**config.mk**
```make
export PLATFORM = sky130hd
export DESIGN_NAME = fifo_host_ctrl
export DESIGN_NICKNAME = d
export VERILOG_FILES = /design/src/include/fifo_host_pkg.sv /design/src/rtl/fifo_host_ctrl.sv
export SDC_FILE = /design/constraint.sdc
export NUM_CORES = 1
export LEC_CHECK = 0
export BUFFER_PORTS_ARGS = -buffer_cell sky130_fd_sc_hd__buf_2
export CAP_MARGIN = 20
export CORE_UTILIZATION = 30
export DETAILED_ROUTE_END_ITERATION = 8
export GPL_ROUTABILITY_DRIVEN = 0
export HOLD_SLACK_MARGIN = 0.1
export PLACE_DENSITY_LB_ADDON = 0.12
export RECOVER_POWER = 25
export SLEW_MARGIN = 20
export SYNTH_ARGS = -nofsm -noshare
export SYNTH_HDL_FRONTEND = slang
export SYNTH_SLANG_ARGS = --single-unit
```
**constraint.sdc**
```tcl
create_clock -name clk -period 2.4 [get_ports clk]
set_input_delay 0.12 -clock clk [delete_from_list [all_inputs] [get_ports clk]]
set_output_delay 0.12 -clock clk [all_outputs]
set_load 0.01 [all_outputs]
```
**src/include/fifo_host_pkg.sv**
```systemverilog
package fifo_host_pkg;

	// width of one buffered word and number of cells in the device
	localparam int WORD_W = 5;
	localparam int DEPTH = 16;

	// local clock period and synchroniser length
	localparam int CLK_NS = 40;
	localparam int SYNC_CYC = 2;

	// device timing, in nanoseconds as printed
	localparam int CLR_LOW_NS = 40;
	localparam int CLR_SETUP_NS = 25;
	localparam int LOAD_HIGH_NS = 25;
	localparam int DATA_HOLD_NS = 70;
	localparam int LOAD_TO_IR_NS = 75;
	localparam int UNLOAD_LOW_NS = 7;
	localparam int UNLOAD_TO_OR_NS = 45;
	localparam int FALL_NS = 300;

	// a least time rounded up to whole cycles, never below one
	function automatic int cyc_up(input int ns);
		int c;
		c = (ns + CLK_NS - 1) / CLK_NS;
		return (c < 1) ? 1 : c;
	endfunction

	function automatic int max_int(input int a, input int b);
		return (a > b) ? a : b;
	endfunction

	localparam int CNT_W = 4;
	localparam logic [CNT_W-1:0] CNT_ONE = 4'h1;
	localparam logic [CNT_W-1:0] CLR_CYC = CNT_W'(cyc_up(CLR_LOW_NS));
	localparam logic [CNT_W-1:0] SETUP_CYC = CNT_W'(cyc_up(CLR_SETUP_NS));
	localparam logic [CNT_W-1:0] LOAD_CYC = CNT_W'(cyc_up(LOAD_HIGH_NS));
	// after a load the flag must be seen through the synchroniser before trusting it
	localparam logic [CNT_W-1:0] LOAD_GUARD_CYC =
		CNT_W'(max_int(cyc_up(DATA_HOLD_NS), cyc_up(LOAD_TO_IR_NS) + SYNC_CYC));
	localparam logic [CNT_W-1:0] UNL_CYC = CNT_W'(cyc_up(UNLOAD_LOW_NS));
	localparam logic [CNT_W-1:0] OR_GUARD_CYC = CNT_W'(cyc_up(UNLOAD_TO_OR_NS) + SYNC_CYC);
	localparam logic [CNT_W-1:0] FALL_CYC = CNT_W'(cyc_up(FALL_NS));

	// pins that the controller drives into the buffer
	typedef struct packed {
		logic buffer_clear_n;
		logic load_strobe_a;
		logic load_strobe_b;
		logic unload_strobe_in;
		logic output_enable_n;
		logic [WORD_W-1:0] write_word_in;
	} fifo_drive_s;

	// pins that the buffer drives back
	typedef struct packed {
		logic space_avail_flag;
		logic output_ready;
		logic [WORD_W-1:0] read_word_out;
	} fifo_sense_s;

	typedef enum logic [2:0] {
		W_RST = 3'b000,
		W_CLR = 3'b001,
		W_REC = 3'b010,
		W_IDLE = 3'b011,
		W_LOAD = 3'b100,
		W_HOLD = 3'b101
	} wr_state_e;

	typedef enum logic [2:0] {
		R_IDLE = 3'b000,
		R_SETTLE = 3'b001,
		R_HAVE = 3'b010,
		R_UNL = 3'b011,
		R_GUARD = 3'b100
	} rd_state_e;

endpackage

```
**src/rtl/fifo_host_ctrl.sv**
```systemverilog
`timescale 1ns/1ps

// Operation
// - pulse clear low after reset, before use
// - never load while space flag is low
// - unload only with output ready high
// - flag low for fall-through time means full/empty
// - cascade: unload pulse drives next load strobe
module fifo_host_ctrl (
	input wire logic clk,
	input wire logic sys_rst,
	input wire logic ce,
	input wire logic wr_valid,
	output logic wr_ready,
	input wire logic [fifo_host_pkg::WORD_W-1:0] wr_word,
	output logic rd_valid,
	input wire logic rd_ready,
	output logic [fifo_host_pkg::WORD_W-1:0] rd_word,
	output logic buffer_full,
	output logic buffer_empty,
	output fifo_host_pkg::fifo_drive_s fifo_pins,
	input wire fifo_host_pkg::fifo_sense_s fifo_sense
);
	import fifo_host_pkg::*;

	// two-stage synchroniser for every pin the buffer drives
	fifo_sense_s sync1_reg, sync2_reg;
	logic ir_sync, or_sync;

	// write side state
	wr_state_e w_state_reg, w_state_next;
	logic [CNT_W-1:0] w_cnt_reg, w_cnt_next;
	logic clear_n_reg, clear_n_next;
	logic load_reg, load_next;
	logic oe_n_reg, oe_n_next;
	logic [WORD_W-1:0] word_out_reg, word_out_next;

	// read side state
	rd_state_e r_state_reg, r_state_next;
	logic [CNT_W-1:0] r_cnt_reg, r_cnt_next;
	logic unl_reg, unl_next;
	logic [WORD_W-1:0] rd_word_reg, rd_word_next;

	// full and empty qualification counters
	logic [CNT_W-1:0] full_cnt_reg, full_cnt_next;
	logic [CNT_W-1:0] empty_cnt_reg, empty_cnt_next;
	// helper for checking: set once the first clear pulse has been given
	logic cleared_reg, cleared_next;

	// the first stage feeds only the second; logic reads the second
	always_ff @(posedge clk) begin
		if (sys_rst) begin
			sync1_reg <= '0;
			sync2_reg <= '0;
		end else if (ce) begin
			sync1_reg <= fifo_sense;
			sync2_reg <= sync1_reg;
		end
	end

	assign ir_sync = sync2_reg.space_avail_flag;
	assign or_sync = sync2_reg.output_ready;

	// write side: clear sequence, then one load per free slot
	always_comb begin
		w_state_next = w_state_reg;
		w_cnt_next = w_cnt_reg;
		clear_n_next = clear_n_reg;
		load_next = load_reg;
		oe_n_next = oe_n_reg;
		word_out_next = word_out_reg;
		cleared_next = cleared_reg;
		unique case (w_state_reg)
			W_RST: begin
				clear_n_next = 1'b0;
				w_cnt_next = CLR_CYC;
				w_state_next = W_CLR;
			end
			W_CLR: begin
				// hold clear low for its least width
				if (w_cnt_reg == CNT_ONE) begin
					clear_n_next = 1'b1;
					cleared_next = 1'b1;
					w_cnt_next = SETUP_CYC;
					w_state_next = W_REC;
				end else begin
					w_cnt_next = w_cnt_reg - CNT_ONE;
				end
			end
			W_REC: begin
				// clear release must precede the first load strobe
				if (w_cnt_reg == CNT_ONE) begin
					oe_n_next = 1'b0;
					w_state_next = W_IDLE;
				end else begin
					w_cnt_next = w_cnt_reg - CNT_ONE;
				end
			end
			W_IDLE: begin
				// load only on a seen-high space flag
				if (wr_valid && ir_sync) begin
					word_out_next = wr_word;
					load_next = 1'b1;
					w_cnt_next = LOAD_CYC;
					w_state_next = W_LOAD;
				end
			end
			W_LOAD: begin
				// both strobes high together for their least width
				if (w_cnt_reg == CNT_ONE) begin
					load_next = 1'b0;
					w_cnt_next = LOAD_GUARD_CYC;
					w_state_next = W_HOLD;
				end else begin
					w_cnt_next = w_cnt_reg - CNT_ONE;
				end
			end
			W_HOLD: begin
				// word stays on the pins; the stale high flag must drain from the sync
				if (w_cnt_reg == CNT_ONE) begin
					w_state_next = W_IDLE;
				end else begin
					w_cnt_next = w_cnt_reg - CNT_ONE;
				end
			end
			default: begin
				w_state_next = W_RST;
			end
		endcase
	end

	always_ff @(posedge clk) begin
		if (sys_rst) begin
			w_state_reg <= W_RST;
			w_cnt_reg <= '0;
			clear_n_reg <= 1'b1;
			load_reg <= 1'b0;
			oe_n_reg <= 1'b1;
			word_out_reg <= '0;
			cleared_reg <= 1'b0;
		end else if (ce) begin
			w_state_reg <= w_state_next;
			w_cnt_reg <= w_cnt_next;
			clear_n_reg <= clear_n_next;
			load_reg <= load_next;
			oe_n_reg <= oe_n_next;
			word_out_reg <= word_out_next;
			cleared_reg <= cleared_next;
		end
	end

	assign wr_ready = (w_state_reg == W_IDLE) && ir_sync && ce;
	// read side: take word shown by output ready, then unload it
	always_comb begin
		r_state_next = r_state_reg;
		r_cnt_next = r_cnt_reg;
		unl_next = unl_reg;
		rd_word_next = rd_word_reg;
		unique case (r_state_reg)
			R_IDLE: begin
				// only after the clear sequence has finished
				if (or_sync && !oe_n_reg) begin
					r_state_next = R_SETTLE;
				end
			end
			R_SETTLE: begin
				// one extra cycle covers data trailing the ready flag
				rd_word_next = sync2_reg.read_word_out;
				r_state_next = R_HAVE;
			end
			R_HAVE: begin
				// unload strobe low only with a word present
				if (rd_ready) begin
					unl_next = 1'b0;
					r_cnt_next = UNL_CYC;
					r_state_next = R_UNL;
				end
			end
			R_UNL: begin
				if (r_cnt_reg == CNT_ONE) begin
					unl_next = 1'b1;
					r_cnt_next = OR_GUARD_CYC;
					r_state_next = R_GUARD;
				end else begin
					r_cnt_next = r_cnt_reg - CNT_ONE;
				end
			end
			R_GUARD: begin
				// wait until the old high ready has left the synchroniser
				if (r_cnt_reg == CNT_ONE) begin
					r_state_next = R_IDLE;
				end else begin
					r_cnt_next = r_cnt_reg - CNT_ONE;
				end
			end
			default: begin
				r_state_next = R_IDLE;
			end
		endcase
	end

	always_ff @(posedge clk) begin
		if (sys_rst) begin
			r_state_reg <= R_IDLE;
			r_cnt_reg <= '0;
			unl_reg <= 1'b1;
			rd_word_reg <= '0;
		end else if (ce) begin
			r_state_reg <= r_state_next;
			r_cnt_reg <= r_cnt_next;
			unl_reg <= unl_next;
			rd_word_reg <= rd_word_next;
		end
	end

	assign rd_valid = (r_state_reg == R_HAVE);
	assign rd_word = rd_word_reg;
	// status: a flag low for the whole fall-through time means full or empty
	always_comb begin
		full_cnt_next = full_cnt_reg;
		empty_cnt_next = empty_cnt_reg;
		if (ir_sync) begin
			full_cnt_next = '0;
		end else if (full_cnt_reg != FALL_CYC) begin
			full_cnt_next = full_cnt_reg + CNT_ONE;
		end
		if (or_sync) begin
			empty_cnt_next = '0;
		end else if (empty_cnt_reg != FALL_CYC) begin
			empty_cnt_next = empty_cnt_reg + CNT_ONE;
		end
	end

	always_ff @(posedge clk) begin
		if (sys_rst) begin
			full_cnt_reg <= '0;
			empty_cnt_reg <= '0;
		end else if (ce) begin
			full_cnt_reg <= full_cnt_next;
			empty_cnt_reg <= empty_cnt_next;
		end
	end

	// a clear drops output ready and raises the space flag, so neither status is trusted before setup ends
	assign buffer_full = (full_cnt_reg == FALL_CYC) && !oe_n_reg;
	assign buffer_empty = (empty_cnt_reg == FALL_CYC) && !oe_n_reg;
	// both load strobes from one register suit cascaded wiring too
	assign fifo_pins = '{
		buffer_clear_n: clear_n_reg,
		load_strobe_a: load_reg,
		load_strobe_b: load_reg,
		unload_strobe_in: unl_reg,
		output_enable_n: oe_n_reg,
		write_word_in: word_out_reg
	};
endmodule

```
==> summary.md <==
| Metric | Value |
|---|---|
| Status | `finished with violations` |
| Failing checks | `max-capacitance violations, max-slew violations` |
| GR Util All Layers | `between 10% and 20%` |
| FMAX | `0.510 GHz` |
| DIE AREA | `~0.009 mm2` |
| Critical Path Sink | `w_cnt_reg[2]$_SDFFE_PP0P_` |
| Largest net degree at the start of global routing | `30` |
| Worst slack, placed | `roughly 470 ps` |
| Post-synth top cells | `50 x dfxtp_1, 41 x nor2_1, 25 x mux2i_1, 18 x o21ai_0, 14 x inv_1` |
| Layout Nets | `between 300 and 400` |
| Clk root buf | `clkbuf_8` |
| Post-Synth Simple-Gate Area | `between 20 and 25%` |
| Ys async rst share | `0%` |
| N_diodes | `0` |
| Slew of the pin with the lowest slew margin | `1580 ps` |
| Io pins | `36` |
| Fraction of layout cells with a size suffix above 1 | `between 10% and 20%` |
| Initial Util | `31.0%` |
| Cts repair resizes | `0` |
| Worst-path clk slew | `about 90 ps` |
| Post-CTS Setup Inserts | `0` |
| PnR worst setup slack | `between 400 and 500 ps` |
| Setup violations, final | `0` |
| CTS max path bufs | `2` |
| Number of global-route vias before repair | `slightly above 2000` |
| CP required | `between 2000 and 3000 ps` |
| Mux cell area share after synthesis | `under 10%` |
| FF-to-FF path depth | `5` |
| Post-DR wirelength/cell | `approximately 13 um` |
| Max-slew violations | `30` |
| Max reg flops | `7` |
| Layout area overhead | `17.5%` |
| Met1 Use GR | `a little under a fifth` |
| Cell taking the most area after synthesis | `dfxtp_1` |
| Post-CTS Hold Fix Bufs | `12` |
| Max VDD drop | `roughly 0.00022 V` |
| Placed cell area | `0.00278 mm2` |
| Final Core Density | `~36%` |
| Chip width | `~94 um` |
| Compound-Gate Fraction of Synth Area | `around 15%` |
| Synth top area share | `between 30% and 40%` |
| Depth of the CTS H-tree | `2` |
| Initial DRT Pass Iterations | `7` |
| Period utilisation layout | `between 80% and 90%` |
| CP startpoint kind | `flop` |
| Final setup skew | `4.86 ps` |
| CTS tree | `yes` |
| Critical path capture point type | `flop` |
| FF-to-FF Start | `w_cnt_reg[0]$_SDFFE_PP0P_` |
| Main combinational cell family by area after synthesis | `simple AND/OR/NAND/NOR gates` |
| Mapped Avg Cell Area | `just under 9 um2` |
| Drt total wl | `5740 um` |
| FF-to-FF End | `w_cnt_reg[2]$_SDFFE_PP0P_` |
| EDFF count, synth | `0` |
| Syn. warnings | `0` |
| Rows | `33` |
| RSZ-0062 raised after global routing | `no` |
| Seq/Total Area, Yosys | `between 30 and 40%` |
| Yosys reg bits | `50` |
| Final Instance Area | `0.00299 mm2` |
| CP arrival | `roughly 2200 ps` |
| Worst R2R Setup Slack | `440 ps` |
| Fin Setup TNS | `0 ps` |
| Initial antenna violation count | `0` |
| Leakage | `1.16 nW` |
| Synth top area cells | `dfxtp_1 39%, mux2i_1 9.8%, nor2_1 6.0%` |
| Synth Area in Adders | `under 10%` |
| Total power per unit cell area | `between 500 and 600 mW/mm2` |
| Die Y | `94.1 um` |
| Normalized max-slew margin | `-5.47%` |
| XOR/XNOR Fraction of Synth Area | `under 10%` |
| Max Cap Violations | `1` |
| Total CTS buffers | `5` |
| Post-synth cell types | `55` |
| Synthesized netlist cell count | `a little under 300` |
| Final ANT Viol Nets | `0` |
| Critical path launch point | `w_cnt_reg[0]$_SDFFE_PP0P_` |
| Final Hold Fails | `0` |
| Synthesized Nets | `approximately 310` |
| Port bufs | `35` |
| Min Tclk post-route | `around 2000 ps` |
| Crit path max fanout | `7` |
| Via count | `about 2100` |
| Sink Count | `50` |
| GR Overflow Total | `0` |
| Cell area after synthesis | `approximately 0.0025 mm2` |
| Worst min path class | `input pin to flop` |
| DRC errors left | `0` |
| Most common cell in the netlist | `dfxtp_1` |
| Most common flop cell mapped by yosys | `dfxtp_1` |
| M3 GR Usage | `under 10%` |
| Crit Path Class | `flop to flop` |
| Core Region | `0.00822 mm2` |
| DRT iter0 DRCs | `between 90 and 100` |
| Detailed-route vias per instance | `4.86` |
| M2 GR Usage | `23.1%` |
| Busiest grt layer | `met2` |
| Worst-skew pair later-pin latency | `between 300 and 400 ps` |
| First-pass GRT wire length | `9880 um` |
| Tot Pwr | `1.62 mW` |
| HPWL Detailed | `just under 4000 um` |
power by group:
group,internal [mW],switching [mW],leakage (nW),total [mW]
registers,0.855,0.0289,0.407,0.884
clock network,0.265,0.294,0.0544,0.558
logic,0.0826,0.0937,0.703,0.176
total,1.20,0.416,1.16,1.62
worst min path at each step:
| stage | depth (start not counted) | from | endpoint | slack (ps) |
|---|---|---|---|---|
| after floorplan | 2 | fifo_sense[0] | sync1_reg[0]$_SDFFE_PP0P_ | 270 |
| final | 3 | ce | w_cnt_reg[2]$_SDFFE_PP0P_ | 220 |
| after global routing | 3 | ce | w_cnt_reg[2]$_SDFFE_PP0P_ | 230 |
| after detailed placement | 3 | fifo_sense[0] | sync1_reg[0]$_SDFFE_PP0P_ | 360 |
| after CTS | 2 | sys_rst | or_sync$_SDFFE_PP0P_ | 200 |
| after global placement | 3 | fifo_sense[6] | sync1_reg[6]$_SDFFE_PP0P_ | 350 |
stage by stage:
stage	std cells	hold slack, ps
6_report	433	224
5_1_grt	433	231
4_1_cts	433	203
3_5_place_dp	413	363
3_3_place_gp	413	354
2_1_floorplan	289	267
logic make-up after synthesis:
logic type,Yosys count
AO/OA/AOI/OAI,58
XOR/XNOR,8
adder cells (fa/ha/maj),8
multiplexers,25
AND/OR/NAND/NOR,102
flip-flops,50
buffers and inverters,38
critical path: stages (launching register included):
cell and delay, ps:
dfxtp_1 400, ha_1 190, or3b_1 490, nor4b_4 330, nor4_1 80, a2111oi_1 350
cell type report:
class / count / area [um2]
Tap cell: 105 / 131
Sequential cell: 50 / 1000
Multi-Input combinational cell: 201 / 1360
Timing Repair Buffer: 55 / 339
Inverter: 14 / 52.6
Clock buffer: 7 / 96.3
Fill cell: 857 / 5230
Clock inverter: 1 / 8.76
cell usage in the layout (no fill, tap or decap), types with 3 or more instances in the layout:
cell type,n
a2111oi_0,3
a211oi_1,3
a21oi_1,13
and3_1,3
buf_2,28
buf_4,6
clkbuf_1,9
clkbuf_8,7
dfxtp_1,50
dlygate4sd3_1,12
ha_1,8
inv_1,14
mux2i_1,25
nand2_1,10
nand2b_1,4
nand3_1,6
nand3b_1,3
nand4b_1,3
nor2_1,41
nor2b_1,3
nor3_1,4
nor4_1,4
nor4b_1,3
o21ai_0,18
xnor2_1,5
xor2_1,3
metal layers:
| metal | wire [um] | share of wire [%] |
|---|---|---|
| met4 | 73 | 1.3 |
| met3 | 197 | 3.4 |
| met1 | 2960 | 52 |
| met2 | 2510 | 44 |
| met5 | 0 | 0 |
Power figures use the tool's default switching activity.
